$ cat config.mk
export PLATFORM = sky130hd
export DESIGN_NAME = psa_top
export DESIGN_NICKNAME = d
export VERILOG_FILES = /design/src/design/psa_pkg.sv /design/src/design/psa_top.sv /design/src/design/psa_clamp.sv
export SDC_FILE = /design/constraint.sdc
export NUM_CORES = 1
export LEC_CHECK = 0
export ABC_AREA = 1
export BUFFER_PORTS_ARGS = -buffer_cell sky130_fd_sc_hd__buf_4
export CORE_MARGIN = 4
export CORE_UTILIZATION = 40
export CTS_CLUSTER_DIAMETER = 100
export CTS_CLUSTER_SIZE = 24
export DETAILED_ROUTE_END_ITERATION = 8
export GPL_TIMING_DRIVEN = 0
export HOLD_SLACK_MARGIN = 0.1
export PLACE_DENSITY = 0.65
export SYNTH_ARGS = -nofsm -noshare
export SYNTH_HDL_FRONTEND = slang
export SYNTH_SLANG_ARGS = --single-unit
$ cat constraint.sdc
create_clock -name i_clk -period 4.3 [get_ports i_clk]
set_clock_uncertainty 0.1 [all_clocks]
set_input_delay 0.43 -clock i_clk [delete_from_list [all_inputs] [get_ports i_clk]]
set_output_delay 0.43 -clock i_clk [all_outputs]
set_load 0.01 [all_outputs]
$ cat src/design/psa_pkg.sv
// Purpose: constants for the partial and scroll area configuration block
// Assumes: 50 MHz system clock, AXI4-Lite register access
// Notes:   offsets are byte addresses of aligned 32-bit words
package psa_pkg;
	localparam logic [7:0]  CMD_PARTIAL_AREA = 8'h30;
	localparam logic [7:0]  CMD_SCROLL_AREA  = 8'h33;
	localparam logic [7:0]  CMD_PARTIAL_ON   = 8'h12;
	localparam logic [7:0]  CMD_NORMAL_ON    = 8'h13;
	localparam logic [7:0]  CMD_VSCROLL_ON   = 8'h37;
	localparam logic [1:0]  GEO_220          = 2'h0;
	localparam logic [1:0]  GEO_176          = 2'h1;
	localparam logic [1:0]  GEO_132          = 2'h3;
	localparam logic [15:0] ROW_MAX_220      = 16'h00DB;
	localparam logic [15:0] ROW_MAX_176      = 16'h00B0;
	localparam logic [15:0] ROW_MAX_132      = 16'h0083;
	localparam logic [15:0] END_DEF_220      = 16'h00DB;
	localparam logic [15:0] END_DEF_176      = 16'h00AF;
	localparam logic [15:0] END_DEF_132      = 16'h0083;
	localparam logic [15:0] START_DEF        = 16'h0000;
	localparam logic [15:0] FIXED_DEF        = 16'h0000;
	localparam logic [15:0] VSH_DEF_176      = 16'h00B0;
	localparam logic [15:0] VSH_DEF_132      = 16'h0084;
	localparam logic [2:0]  PTL_NPARAM       = 3'h4;
	localparam logic [2:0]  SCR_NPARAM       = 3'h6;
	localparam logic [11:0] REG_CMD          = 12'h000;
	localparam logic [11:0] REG_CTRL         = 12'h004;
	localparam logic [11:0] REG_PARTIAL      = 12'h008;
	localparam logic [11:0] REG_SCROLL0      = 12'h00C;
	localparam logic [11:0] REG_SCROLL1      = 12'h010;
	localparam logic [11:0] REG_STATUS       = 12'h014;
	localparam int          CMD_DC_BIT       = 8;
	localparam int          CTRL_GEO_LSB     = 0;
	localparam int          CTRL_ORDER_BIT   = 2;
	localparam int          CTRL_SWRST_BIT   = 3;
	localparam logic [1:0]  RESP_OKAY        = 2'h0;
	localparam logic [1:0]  RESP_SLVERR      = 2'h2;
	typedef enum logic [1:0] {PSA_IDLE, PSA_PTL, PSA_SCR} psa_state_t;
endpackage

$ cat src/design/psa_top.sv
// Purpose: partial area and scroll area settings with AXI4-Lite access
// Assumes: CMD register writes stand in for the command pins
// Notes:   a write to CMD with bit 8 low is a command, high a parameter
// How it works
// (RQ1) partial command 30H takes four parameter bytes
// (RQ2) partial rows are memory row counter values
// (RQ3) equal start and end gives one row
// (RQ4) geometry 00 clamps rows above 219
// (RQ5) geometry 01 clamps rows above 176
// (RQ6) geometry 11 clamps rows above 131
// (RQ7) resets restore start zero, end per geometry
// (RQ8) scroll command 33H takes six bytes, high first
// (RQ9) first scroll value is top fixed lines
// (RQ10) second scroll value is scroll region height
// (RQ11) third scroll value is bottom fixed lines
// (RQ12) scroll region starts after top fixed area
// (RQ13) all scroll counts are memory rows
// (RQ14) host keeps area sum within geometry height
// (RQ15) host keeps row exchange zero while scrolling
// (RQ16) resets restore scroll defaults per geometry
// (RQ17) only data bits 7..0 are used
// (RQ18) refresh order bit picks scan direction
// (RQ19) normal or partial mode on ends scrolling
// (RQ20) reversed order puts bottom fixed area first
// (RQ21) end below start wraps through row zero
`timescale 1ns/1ps
`default_nettype none
module psa_top (
	// clock and reset
	input  wire logic        i_clk,
	input  wire logic        i_rstn,
	// axi4-lite write address, data and response
	input  wire logic [11:0] i_awaddr,
	input  wire logic        i_awvalid,
	output logic             o_awready,
	input  wire logic [31:0] i_wdata,
	input  wire logic [3:0]  i_wstrb,
	input  wire logic        i_wvalid,
	output logic             o_wready,
	output logic [1:0]       o_bresp,
	output logic             o_bvalid,
	input  wire logic        i_bready,
	// axi4-lite read
	input  wire logic [11:0] i_araddr,
	input  wire logic        i_arvalid,
	output logic             o_arready,
	output logic [31:0]      o_rdata,
	output logic [1:0]       o_rresp,
	output logic             o_rvalid,
	input  wire logic        i_rready,
	// settings toward the display timing
	output logic [15:0]      o_partial_start_row,
	output logic [15:0]      o_partial_end_row,
	output logic             o_partial_wraps,
	output logic [15:0]      o_top_fixed_lines,
	output logic [15:0]      o_scroll_region_height,
	output logic [15:0]      o_bottom_fixed_lines,
	output logic [15:0]      o_scroll_first_line,
	output logic             o_vertical_refresh_order,
	output logic             o_vscroll_active
);
	import psa_pkg::*;

	logic [11:0] awaddr_q;
	logic        aw_have_q, w_have_q;
	logic [31:0] wdata_q;
	logic [3:0]  wstrb_q;
	logic        wr_go;
	logic [1:0]  geo_q;
	logic        order_q;
	psa_state_t  st_q;
	logic [2:0]  pcnt_q;
	logic [7:0]  hi_q;
	logic [15:0] ps_q, pe_q, tf_q, vs_q, bf_q;
	logic        vscroll_q;
	logic        soft_rst;
	logic        cmd_wr, par_wr;
	logic [7:0]  byte_in;
	logic [15:0] word_in, word_clamped, end_def, vsh_def;

	// write address and data caught in either order
	always_ff @(posedge i_clk) begin
		if (!i_rstn) begin
			aw_have_q <= 1'b0;
			w_have_q  <= 1'b0;
			awaddr_q  <= 12'h000;
			wdata_q   <= 32'h00000000;
			wstrb_q   <= 4'h0;
		end else if (wr_go) begin
			aw_have_q <= 1'b0;
			w_have_q  <= 1'b0;
		end else begin
			if (i_awvalid && o_awready) begin
				aw_have_q <= 1'b1;
				awaddr_q  <= i_awaddr;
			end
			if (i_wvalid && o_wready) begin
				w_have_q <= 1'b1;
				wdata_q  <= i_wdata;
				wstrb_q  <= i_wstrb;
			end
		end
	end
	assign wr_go = aw_have_q && w_have_q && !o_bvalid;

	// ready flags and write response
	always_ff @(posedge i_clk) begin
		if (!i_rstn) begin
			o_awready <= 1'b0;
			o_wready  <= 1'b0;
			o_bvalid  <= 1'b0;
			o_bresp   <= RESP_OKAY;
		end else begin
			o_awready <= !aw_have_q && !(i_awvalid && o_awready) && !o_bvalid;
			o_wready  <= !w_have_q && !(i_wvalid && o_wready) && !o_bvalid;
			if (wr_go) begin
				o_bvalid <= 1'b1;
				o_bresp  <= (awaddr_q == REG_CMD || awaddr_q == REG_CTRL) ? RESP_OKAY : RESP_SLVERR;
			end else if (i_bready) begin
				o_bvalid <= 1'b0;
			end
		end
	end

	// decoded command and parameter writes
	assign cmd_wr   = wr_go && awaddr_q == REG_CMD && wstrb_q[0] && !wdata_q[CMD_DC_BIT];
	assign par_wr   = wr_go && awaddr_q == REG_CMD && wstrb_q[0] && wdata_q[CMD_DC_BIT];
	assign soft_rst = wr_go && awaddr_q == REG_CTRL && wstrb_q[0] && wdata_q[CTRL_SWRST_BIT];
	assign byte_in  = wdata_q[7:0]; // RQ17
	assign word_in  = {hi_q, byte_in}; // RQ8

	// geometry and refresh order controls
	always_ff @(posedge i_clk) begin
		if (!i_rstn) begin
			geo_q   <= GEO_220;
			order_q <= 1'b0;
		end else if (wr_go && awaddr_q == REG_CTRL && wstrb_q[0]) begin
			geo_q   <= wdata_q[CTRL_GEO_LSB +: 2];
			order_q <= wdata_q[CTRL_ORDER_BIT]; // RQ18
		end
	end

	psa_clamp u_clamp (
		.i_geo (geo_q),
		.i_row (word_in),
		.o_row (word_clamped)
	);

	// defaults follow the selected geometry
	always_comb begin
		unique case (geo_q)
			GEO_176: begin
				end_def = END_DEF_176;
				vsh_def = VSH_DEF_176;
			end
			GEO_132: begin
				end_def = END_DEF_132;
				vsh_def = VSH_DEF_132;
			end
			default: begin
				end_def = END_DEF_220;
				vsh_def = VSH_DEF_176;
			end
		endcase
	end

	// command sequencer counts parameter bytes
	always_ff @(posedge i_clk) begin
		if (!i_rstn || soft_rst) begin
			st_q   <= PSA_IDLE;
			pcnt_q <= 3'h0;
			hi_q   <= 8'h00;
		end else if (cmd_wr) begin
			pcnt_q <= 3'h0;
			unique case (byte_in)
				CMD_PARTIAL_AREA: st_q <= PSA_PTL; // RQ1
				CMD_SCROLL_AREA:  st_q <= PSA_SCR; // RQ8
				default:          st_q <= PSA_IDLE;
			endcase
		end else if (par_wr && st_q != PSA_IDLE) begin
			hi_q   <= byte_in;
			pcnt_q <= pcnt_q + 3'h1;
			if ((st_q == PSA_PTL && pcnt_q == PTL_NPARAM - 3'h1) ||
			    (st_q == PSA_SCR && pcnt_q == SCR_NPARAM - 3'h1))
				st_q <= PSA_IDLE;
		end
	end

	// partial rows, clamped, stored as memory rows
	always_ff @(posedge i_clk) begin
		if (!i_rstn || soft_rst) begin
			ps_q <= START_DEF; // RQ7
			pe_q <= i_rstn ? end_def : END_DEF_220; // RQ7
		end else if (par_wr && st_q == PSA_PTL) begin
			if (pcnt_q == 3'h1)
				ps_q <= word_clamped; // RQ2 RQ4 RQ5 RQ6
			if (pcnt_q == 3'h3)
				pe_q <= word_clamped; // RQ4 RQ5 RQ6
		end
	end

	// scroll area counts in memory rows
	always_ff @(posedge i_clk) begin
		if (!i_rstn || soft_rst) begin
			tf_q <= FIXED_DEF; // RQ16
			vs_q <= i_rstn ? vsh_def : VSH_DEF_176; // RQ16
			bf_q <= FIXED_DEF; // RQ16
		end else if (par_wr && st_q == PSA_SCR) begin
			if (pcnt_q == 3'h1)
				tf_q <= word_in; // RQ9 RQ13
			if (pcnt_q == 3'h3)
				vs_q <= word_in; // RQ10 RQ13
			if (pcnt_q == 3'h5)
				bf_q <= word_in; // RQ11 RQ13
		end
	end

	// scroll mode entry and exit
	always_ff @(posedge i_clk) begin
		if (!i_rstn || soft_rst)
			vscroll_q <= 1'b0;
		else if (cmd_wr && (byte_in == CMD_NORMAL_ON || byte_in == CMD_PARTIAL_ON))
			vscroll_q <= 1'b0; // RQ19
		else if (cmd_wr && byte_in == CMD_VSCROLL_ON)
			vscroll_q <= 1'b1;
	end

	// registered settings outputs
	always_ff @(posedge i_clk) begin
		if (!i_rstn) begin
			o_partial_start_row      <= START_DEF;
			o_partial_end_row        <= END_DEF_220;
			o_partial_wraps          <= 1'b0;
			o_top_fixed_lines        <= FIXED_DEF;
			o_scroll_region_height   <= VSH_DEF_176;
			o_bottom_fixed_lines     <= FIXED_DEF;
			o_scroll_first_line      <= FIXED_DEF;
			o_vertical_refresh_order <= 1'b0;
			o_vscroll_active         <= 1'b0;
		end else begin
			o_partial_start_row      <= ps_q; // RQ3
			o_partial_end_row        <= pe_q;
			o_partial_wraps          <= pe_q < ps_q; // RQ21
			o_top_fixed_lines        <= tf_q;
			o_scroll_region_height   <= vs_q;
			o_bottom_fixed_lines     <= bf_q;
			o_scroll_first_line      <= order_q ? bf_q : tf_q; // RQ12 RQ20
			o_vertical_refresh_order <= order_q;
			o_vscroll_active         <= vscroll_q;
		end
	end

	// read channel
	always_ff @(posedge i_clk) begin
		if (!i_rstn) begin
			o_arready <= 1'b0;
			o_rvalid  <= 1'b0;
			o_rdata   <= 32'h00000000;
			o_rresp   <= RESP_OKAY;
		end else if (o_rvalid) begin
			if (i_rready)
				o_rvalid <= 1'b0;
			o_arready <= 1'b0;
		end else if (i_arvalid && o_arready) begin
			o_rvalid  <= 1'b1;
			o_arready <= 1'b0;
			o_rresp   <= RESP_OKAY;
			unique case (i_araddr)
				REG_CTRL:    o_rdata <= {28'h0000000, 1'b0, order_q, geo_q};
				REG_PARTIAL: o_rdata <= {pe_q, ps_q};
				REG_SCROLL0: o_rdata <= {vs_q, tf_q};
				REG_SCROLL1: o_rdata <= {16'h0000, bf_q};
				REG_STATUS:  o_rdata <= {24'h000000, vscroll_q, pe_q < ps_q,
					st_q == PSA_SCR, st_q == PSA_PTL, 1'b0, pcnt_q};
				REG_CMD:     o_rdata <= 32'h00000000;
				default: begin
					o_rdata <= 32'h00000000;
					o_rresp <= RESP_SLVERR;
				end
			endcase
		end else begin
			o_arready <= 1'b1;
		end
	end
endmodule
`default_nettype wire

$ cat src/design/psa_clamp.sv
// Purpose: clamp a row value to the last row of the selected geometry
// Assumes: geometry code 10 behaves as the 220-row base
// Notes:   purely combinational
`timescale 1ns/1ps
`default_nettype none
module psa_clamp (
	// geometry and raw row
	input  wire logic [1:0]  i_geo,
	input  wire logic [15:0] i_row,
	// clamped row
	output logic      [15:0] o_row
);
	import psa_pkg::*;
	logic [15:0] lim;
	// pick the limit and saturate
	always_comb begin
		unique case (i_geo)
			GEO_176: lim = ROW_MAX_176;
			GEO_132: lim = ROW_MAX_132;
			default: lim = ROW_MAX_220;
		endcase
		o_row = (i_row > lim) ? lim : i_row;
	end
endmodule
`default_nettype wire

==> results of run 1 <==
==> cell families (layout without fill, tap and decap cells) <==
| group | Yosys count | count (layout) | share of synthesized area |
|---|---|---|---|
| compound gates | 231 | 231 | 0.128 |
| fa+ha+maj | 23 | 23 | 0.0290 |
| buf+inv | 256 | 462 | 0.101 |
| flops | 259 | 259 | 0.554 |
| other cells | 1 | 10 | 0.000378 |
| simple gates | 447 | 447 | 0.187 |
==> stage by stage <==
stage / total power [W] / cells / hold slack, ns / setup slack (ns)
2_1_floorplan: 0.00275 / 1226 / 0.305 / 1.49
3_3_place_gp: 0.00289 / 1726 / 0.322 / 0.478
3_5_place_dp: 0.00290 / 1726 / 0.326 / 1.55
4_1_cts: 0.00432 / 1756 / 0.107 / 1.53
5_1_grt: 0.00443 / 1756 / 0.108 / 1.32
6_report: 0.00429 / 1756 / 0.116 / 1.50
==> worst reg2reg max path, stage by stage (launching register included) <==
cell and delay, ns:
dfxtp_1 0.33, inv_1 0.09, nand3_1 0.19, nor2_2 0.21, inv_1 0.09, nor2_4 0.22
nand2_2 0.14, nand2_4 0.16, inv_2 0.09, buf_2 0.23, nand2_1 0.58
==> placed cells by master (no fill, tap or decap), types with 8 or more instances in the layout <==
cell type	count
nand2_1	250
dfxtp_1	227
inv_1	198
buf_4	181
nor2_1	116
a21oi_1	87
o21ai_0	86
nand3_1	42
clkbuf_1	38
edfxtp_1	32
ha_1	23
o22ai_1	18
clkbuf_16	16
nand4_1	10
conb_1	10
dlygate4sd3_1	10
buf_2	9
a22o_1	9
o221ai_1	9
nor3_1	9
o21ai_1	8
==> registers in the layout, indices dropped and copies added (netlist names), 2 cells and up <==
register                count
o_rdata                    32
bf_q                       16
o_bottom_fixed_lines       16
o_partial_end_row          16
o_partial_start_row        16
o_scroll_first_line        16
o_scroll_region_height     16
o_top_fixed_lines          16
pe_q                       16
ps_q                       16
tf_q                       16
vs_q                       16
awaddr_q                   12
wdata_q                     9
hi_q                        8
pcnt_q                      3
geo_q                       2
st_q                        2
==> report_power, final <==
part           internal, W  switching, W
combinational     0.000111      0.000195
sequential         0.00250     0.0000419
clock             0.000678      0.000758
==> layer usage <==
layer  part of all wire  wire, um  global-route usage  up-vias
li1                   -         -                   -     4280
met1               0.43     12600               0.282     3944
met2               0.47     13800               0.357      375
met3              0.080      2370              0.0305       57
met4              0.024       698              0.0521        0
met5                  0         0                   0        -
==> worst max-delay path by stage <==
stage / from / slack, ns / depth (start not counted) / to
2_1_floorplan: o_bvalid / 1.49 / 7 / pe_q[0]
3_3_place_gp: o_bvalid / 0.48 / 7 / pe_q[15]
3_5_place_dp: awaddr_q[6] / 1.55 / 10 / vs_q[12]
4_1_cts: o_bvalid / 1.53 / 10 / vs_q[12]
5_1_grt: o_bvalid / 1.32 / 10 / vs_q[12]
6_report: o_bvalid / 1.50 / 10 / vs_q[12]
==> layout make-up <==
cell class / instances / area share
flip-flops and latches: 259 / 0.450
multi-input cells: 711 / 0.284
clock buffers: 20 / 0.0340
repair buffers: 186 / 0.116
well taps: 324 / 0.0332
plain buffers: 51 / 0.0187
inverters: 205 / 0.0630
==> what timing repair did <==
action	in CTS	in global routing
setup endpoints to repair	0	0
endpoints found under the hold margin	10	0
hold buffers	10	0
==> parameters.txt, run 1 <==
Parameter                              Value

Global route
  Wire length of the first global-routing pass    44,700 um
  Via count of the first global-routing pass    8,141
  Largest net degree at the start of global routing    26
  Leftover overflow at the end of global routing    0
  Overall routing resource usage    0.210
  Antenna violations before repair    0

Worst setup path
  Worst flop-to-flop path startpoint    o_bvalid
  Critical Path Source Type    flip-flop
  Slack of the worst reg-to-reg path    1.50 ns
  Type of destination of the critical path    flip-flop
  Most repeated library cell on the critical path    inv_1
  CP arrival    2.82 ns
  CP peak stage delay    0.58 ns
  Worst EP required    4.32 ns
  Series of cell instances along the critical path    inv_1, nand3_1, nor2_2, inv_1, nor2_4, nand2_2, nand2_4, inv_2, buf_2, nand2_1
  Critical path start-end classification    flip-flop to flip-flop
  Kind of cell adding the most delay to the critical path    simple AND/OR/NAND/NOR gates
  R2r worst-path depth    10
  Worst flop-to-flop path endpoint    vs_q[12]
  Slowest library cell on the worst path    nand2_1
  Worst path buffer plus inverter count    4
  CP Max Fanout    16

Final layout
  Layout cell share with drive strength beyond 1    0.156
  Filler cell count in the final layout    2,392
  Utilization after layout    0.501
  Register Area    0.00551 mm^2
  Number of antenna cells inserted    0
  Area used by multi-input combinational logic    0.00348 mm^2
  Final cell area excluding filler cells    0.0122 mm^2
  Number of nets in the layout    1,518
  Synthesis-to-finish area growth    23.1%

Power and ir drop
  Peak supply drop    224 uV
  Power density cells    351 mW/mm^2
  P_leak    5.90 nW

Placement
  Post-detail-place hpwl    22,800 um
  Placer congestion estimate    0.938
  Port bufs    176
  Total placed instance area    0.0117 mm^2

Routing
  WL/cell    16.8 um
  Post-DRT Antenna Nets    0
  First DRT Iteration DRCs    831
  Post-detailed-route via-to-cell ratio    4.93
  Total wire length after detailed routing    29,500 um
  Via count    8,656
  Number of optimization iterations in the first detailed-route pass    8
  Count of unresolved DRC violations after routing    0

STA
  Final Critical Period    2.80 ns
  Period utilization    0.651
  Max-slew headroom    0.409
  Total setup violations reported at the end of the flow    0
  RSZ-0062 raised after global routing    false
  Slew at the pin closest to its max-slew limit    0.886 ns
  Peak clock frequency supported by timing    0.357 GHz
  Final count of hold timing violations    0
  Post-route setup TNS    0 ns
  Final slew viol count    0

Floorplan
  Row cnt    57
  Area of the core    0.0244 mm^2
  Vertical extent of the die    166 um
  I/O pin count    207
  Die extent in x    166 um
  Initial cell density of the core    0.407
  Die ar.    0.0274 mm^2

Min path
  Startpoint of the worst hold path    i_arvalid
  Hold Crit Depth    4
  Worst min-delay path category    input pin to flip-flop
  Endpoint of the worst hold-timing path    o_arready

Synth
  Share of the synthesized area in the top cell type    0.458
  Most numerous cell in the Yosys netlist    nand2_1
  Count of flip-flops with a built-in enable after synthesis    32
  Number of register bits inferred by synthesis    259
  Most area-hungry cell type in the Yosys netlist    dfxtp_1
  Top post-synthesis cells by area    dfxtp_1 (46%), edfxtp_1 (9.7%), nand2_1 (9.4%)
  Most frequently used flop master after synthesis    dfxtp_1
  Average size of a mapped cell    8.16 um^2
  Number of different library cells in the post-synthesis netlist    39
  Netlist area before placement    0.00993 mm^2
  Cells after synthesis    1,217
  Fraction of registers with async set or reset after synthesis    0
  Proportion of synthesized chip area in sequential cells    0.554
  Warnings from Yosys    0
  Commonest cells in the synthesized netlist    nand2_1 (250), dfxtp_1 (227), inv_1 (198)

Outcome
  Run status    finished clean

Clock tree
  Buffer type at the clock tree root    clkbuf_16
  CTS tree    done
  Buffer depth of the longest clock path    3
  Count of buffers added by post-CTS timing repair for setup    0
  Clock transition time at the flip-flop clock pins of the worst setup and hold paths    0.09 ns
  Deepest level of the CTS H-tree    1
  CTS sink cnt    259
  CTS Buf Count    14
  Insertion delay to the later sink of the worst-skew pair    0.49 ns
  Total of cells resized after clock tree synthesis    0

Flow run
  Max-Cap Viols    0
Power figures use the tool's default switching activity.
==> run 2: changes to the inputs <==
--- a/config.mk
+++ b/config.mk
@@ -14,7 +14,7 @@
 export DETAILED_ROUTE_END_ITERATION = 8
 export GPL_TIMING_DRIVEN = 0
 export HOLD_SLACK_MARGIN = 0.1
-export PLACE_DENSITY = 0.65
+export PLACE_DENSITY = 0.68
 export SYNTH_ARGS = -nofsm -noshare
 export SYNTH_HDL_FRONTEND = slang
 export SYNTH_SLANG_ARGS = --single-unit
==> constraint.sdc (replaced) <==
create_clock -name i_clk -period 2.27 [get_ports i_clk]
set_clock_uncertainty 0.1 [all_clocks]
set_input_delay 0.227 -clock i_clk [delete_from_list [all_inputs] [get_ports i_clk]]
set_output_delay 0.227 -clock i_clk [all_outputs]
set_load 0.01 [all_outputs]
==> run 2 against run 1 <==
Combinational power increased by 110%. Setup slack worse by 1.4 ns. Fmax is 27% higher. Worst hold slack gained 0.027 ns. Sequential power grew 90%. Routed wire length is 4.4% higher. Clock power grew 87%. Final cell count increased by 2.2%. Core utilization increased by 1.8 points. Flip-flop and latch count unchanged. Register-to-register slack lost 1.4 ns.
==> parameters.txt, run 2 (same netlist as run 1, synthesis figures left out) <==
Parameter                              Value

Outcome
  Run status    finished clean

Final layout
  Number of antenna cells inserted    0
  Synthesis-to-finish area growth    27.5%
  Register Area    0.00551 mm^2
  Most frequent standard cell in the layout excluding fill and tap cells    nand2_1
  Register ranked first by flip-flop count    o_rdata
  Max FFs per register    32
  Utilization after layout    0.519
  Number of nets in the layout    1,556
  Filler cell count in the final layout    2,317
  Commonest cells after routing, fill and taps aside    nand2_1 (247), dfxtp_1 (225), inv_1 (197), buf_4 (197), nor2_1 (114)
  Area used by multi-input combinational logic    0.00356 mm^2
  Layout cell share with drive strength beyond 1    0.175

STA
  Peak clock frequency supported by timing    0.453 GHz
  Final slew viol count    0
  Final Critical Period    2.21 ns
  Final count of hold timing violations    0
  Max-slew headroom    0.448
  Total setup violations reported at the end of the flow    0
  Period utilization    0.972
  RSZ-0062 raised after global routing    true
  Fin worst setup slack    0.0628 ns
  Slew at the pin closest to its max-slew limit    0.828 ns

Global route
  Wire length of the first global-routing pass    45,900 um
  Via count of the first global-routing pass    8,331
  Global route hottest layer    met2
  Antenna violations before repair    0
  Overall routing resource usage    0.216
  Largest net degree at the start of global routing    26
  Met3 usage    0.0429
  Leftover overflow at the end of global routing    0
  GR Util met1    0.278
  GR met2 Demand/Resource    0.370

Worst setup path
  Type of destination of the critical path    flip-flop
  Worst EP required    2.38 ns
  CP arrival    2.32 ns
  Critical Path Source Type    flip-flop
  Critical path start-end classification    flip-flop to flip-flop
  CP Max Fanout    10

Placement
  Post-detail-place hpwl    23,100 um
  Post-Place Setup Slack    -0.412 ns
  Placer congestion estimate    0.920
  Port bufs    176

Clock tree
  Deepest level of the CTS H-tree    1
  Buffer type at the clock tree root    clkbuf_16
  CTS Buf Count    14
  Clock transition time at the flip-flop clock pins of the worst setup and hold paths    0.09 ns
  Buffer depth of the longest clock path    3
  Insertion delay to the later sink of the worst-skew pair    0.49 ns
  CTS tree    done
  CTS sink cnt    259

Routing
  WL/cell    17.2 um
  First DRT Iteration DRCs    705
  Total wire length after detailed routing    30,800 um
  Post-DRT Antenna Nets    0
  Number of optimization iterations in the first detailed-route pass    5
  Post-detailed-route via-to-cell ratio    4.98
  Via count    8,944
  Count of unresolved DRC violations after routing    0

Floorplan
  Die ar.    0.0274 mm^2
  Area of the core    0.0244 mm^2
  Row cnt    57
  I/O pin count    207
  Vertical extent of the die    166 um
  Die extent in x    166 um
  Initial cell density of the core    0.407

Power and ir drop
  P_leak    6.11 nW
  Power density cells    643 mW/mm^2
  Peak supply drop    407 uV

Flow run
  Max-Cap Viols    0

Min path
  Worst min-delay path category    input pin to flip-flop
[run 2: cell count changes in the layout (fill, tap and decap cells not counted), sizes merged]
cell	delta
buf	+17
clkbuf	+1
clkinvlp	+1
dlygate4sd3	+19
nand2	+1
[run 2: worst max-delay path, cell delays in order, from the launching register on]
cell and delay (ns):
dfxtp_1 0.32, nor2_1 0.11, nand2_1 0.11, nor2_2 0.22, nand2_1 0.14, nor2_4 0.13, nand2_2 0.09, nand2_4 0.11
inv_2 0.07, buf_6 0.16, o31ai_4 0.12, clkbuf_16 0.24
[run 2: final timing paths]
path / start / end / cells after the start / slack (ns)
min: i_araddr[3] / o_rdata[2] / 5 / 0.14
min reg2reg: ps_q[3] / o_partial_start_row[3] / 2 / 0.33
max reg2reg: awaddr_q[6] / pe_q[13] / 11 / 0.06
max: awaddr_q[6] / pe_q[13] / 11 / 0.06
[run 2: metrics by stage]
stage / power (W) / instance area [um^2] / instances / hold WS [ns] / setup TNS, ns
3_5_place_dp: 0.00548 / 11700 / 1726 / 0.324 / -13.03
5_1_grt: 0.00842 / 12700 / 1795 / 0.196 / -0.421
6_report: 0.00814 / 12700 / 1795 / 0.143 / 0
4_1_cts: 0.00816 / 12500 / 1781 / 0.132 / 0
2_1_floorplan: 0.00520 / 9980 / 1226 / 0.262 / 0
3_3_place_gp: 0.00547 / 11700 / 1726 / 0.324 / -10.81
[run 2: power breakdown]
part,internal [W],leakage (nW),switching (W)
clock network,0.00122,0.191,0.00146
registers,0.00474,2.16,0.0000777
logic,0.000249,3.75,0.000392
[run 2: what timing repair did]
action / in CTS / in global routing
resized for setup: 4 / 23
setup endpoints to repair: 48 / 109
cloned: 0 / 2
hold buffers: 29 / 0
setup buffers: 5 / 12
pin swaps: 3 / 6
endpoints found under the hold margin: 33 / 0
[run 2: layer usage]
layer	wire length, um	vias to the layer above
li1	-	4356
met2	14500	419
met4	924	0
met3	2990	63
met5	0	-
met1	12500	4106
[run 2: final cells by class]
| cell class | instances | area share |
|---|---|---|
| Timing Repair Buffer | 223 | 0.140 |
| Tap cell | 324 | 0.0320 |
| Clock inverter | 1 | 0.000593 |
| Sequential cell | 259 | 0.435 |
| Multi-Input combinational cell | 712 | 0.281 |
| Clock buffer | 20 | 0.0311 |
| Inverter | 205 | 0.0608 |
| Buffer | 51 | 0.0188 |
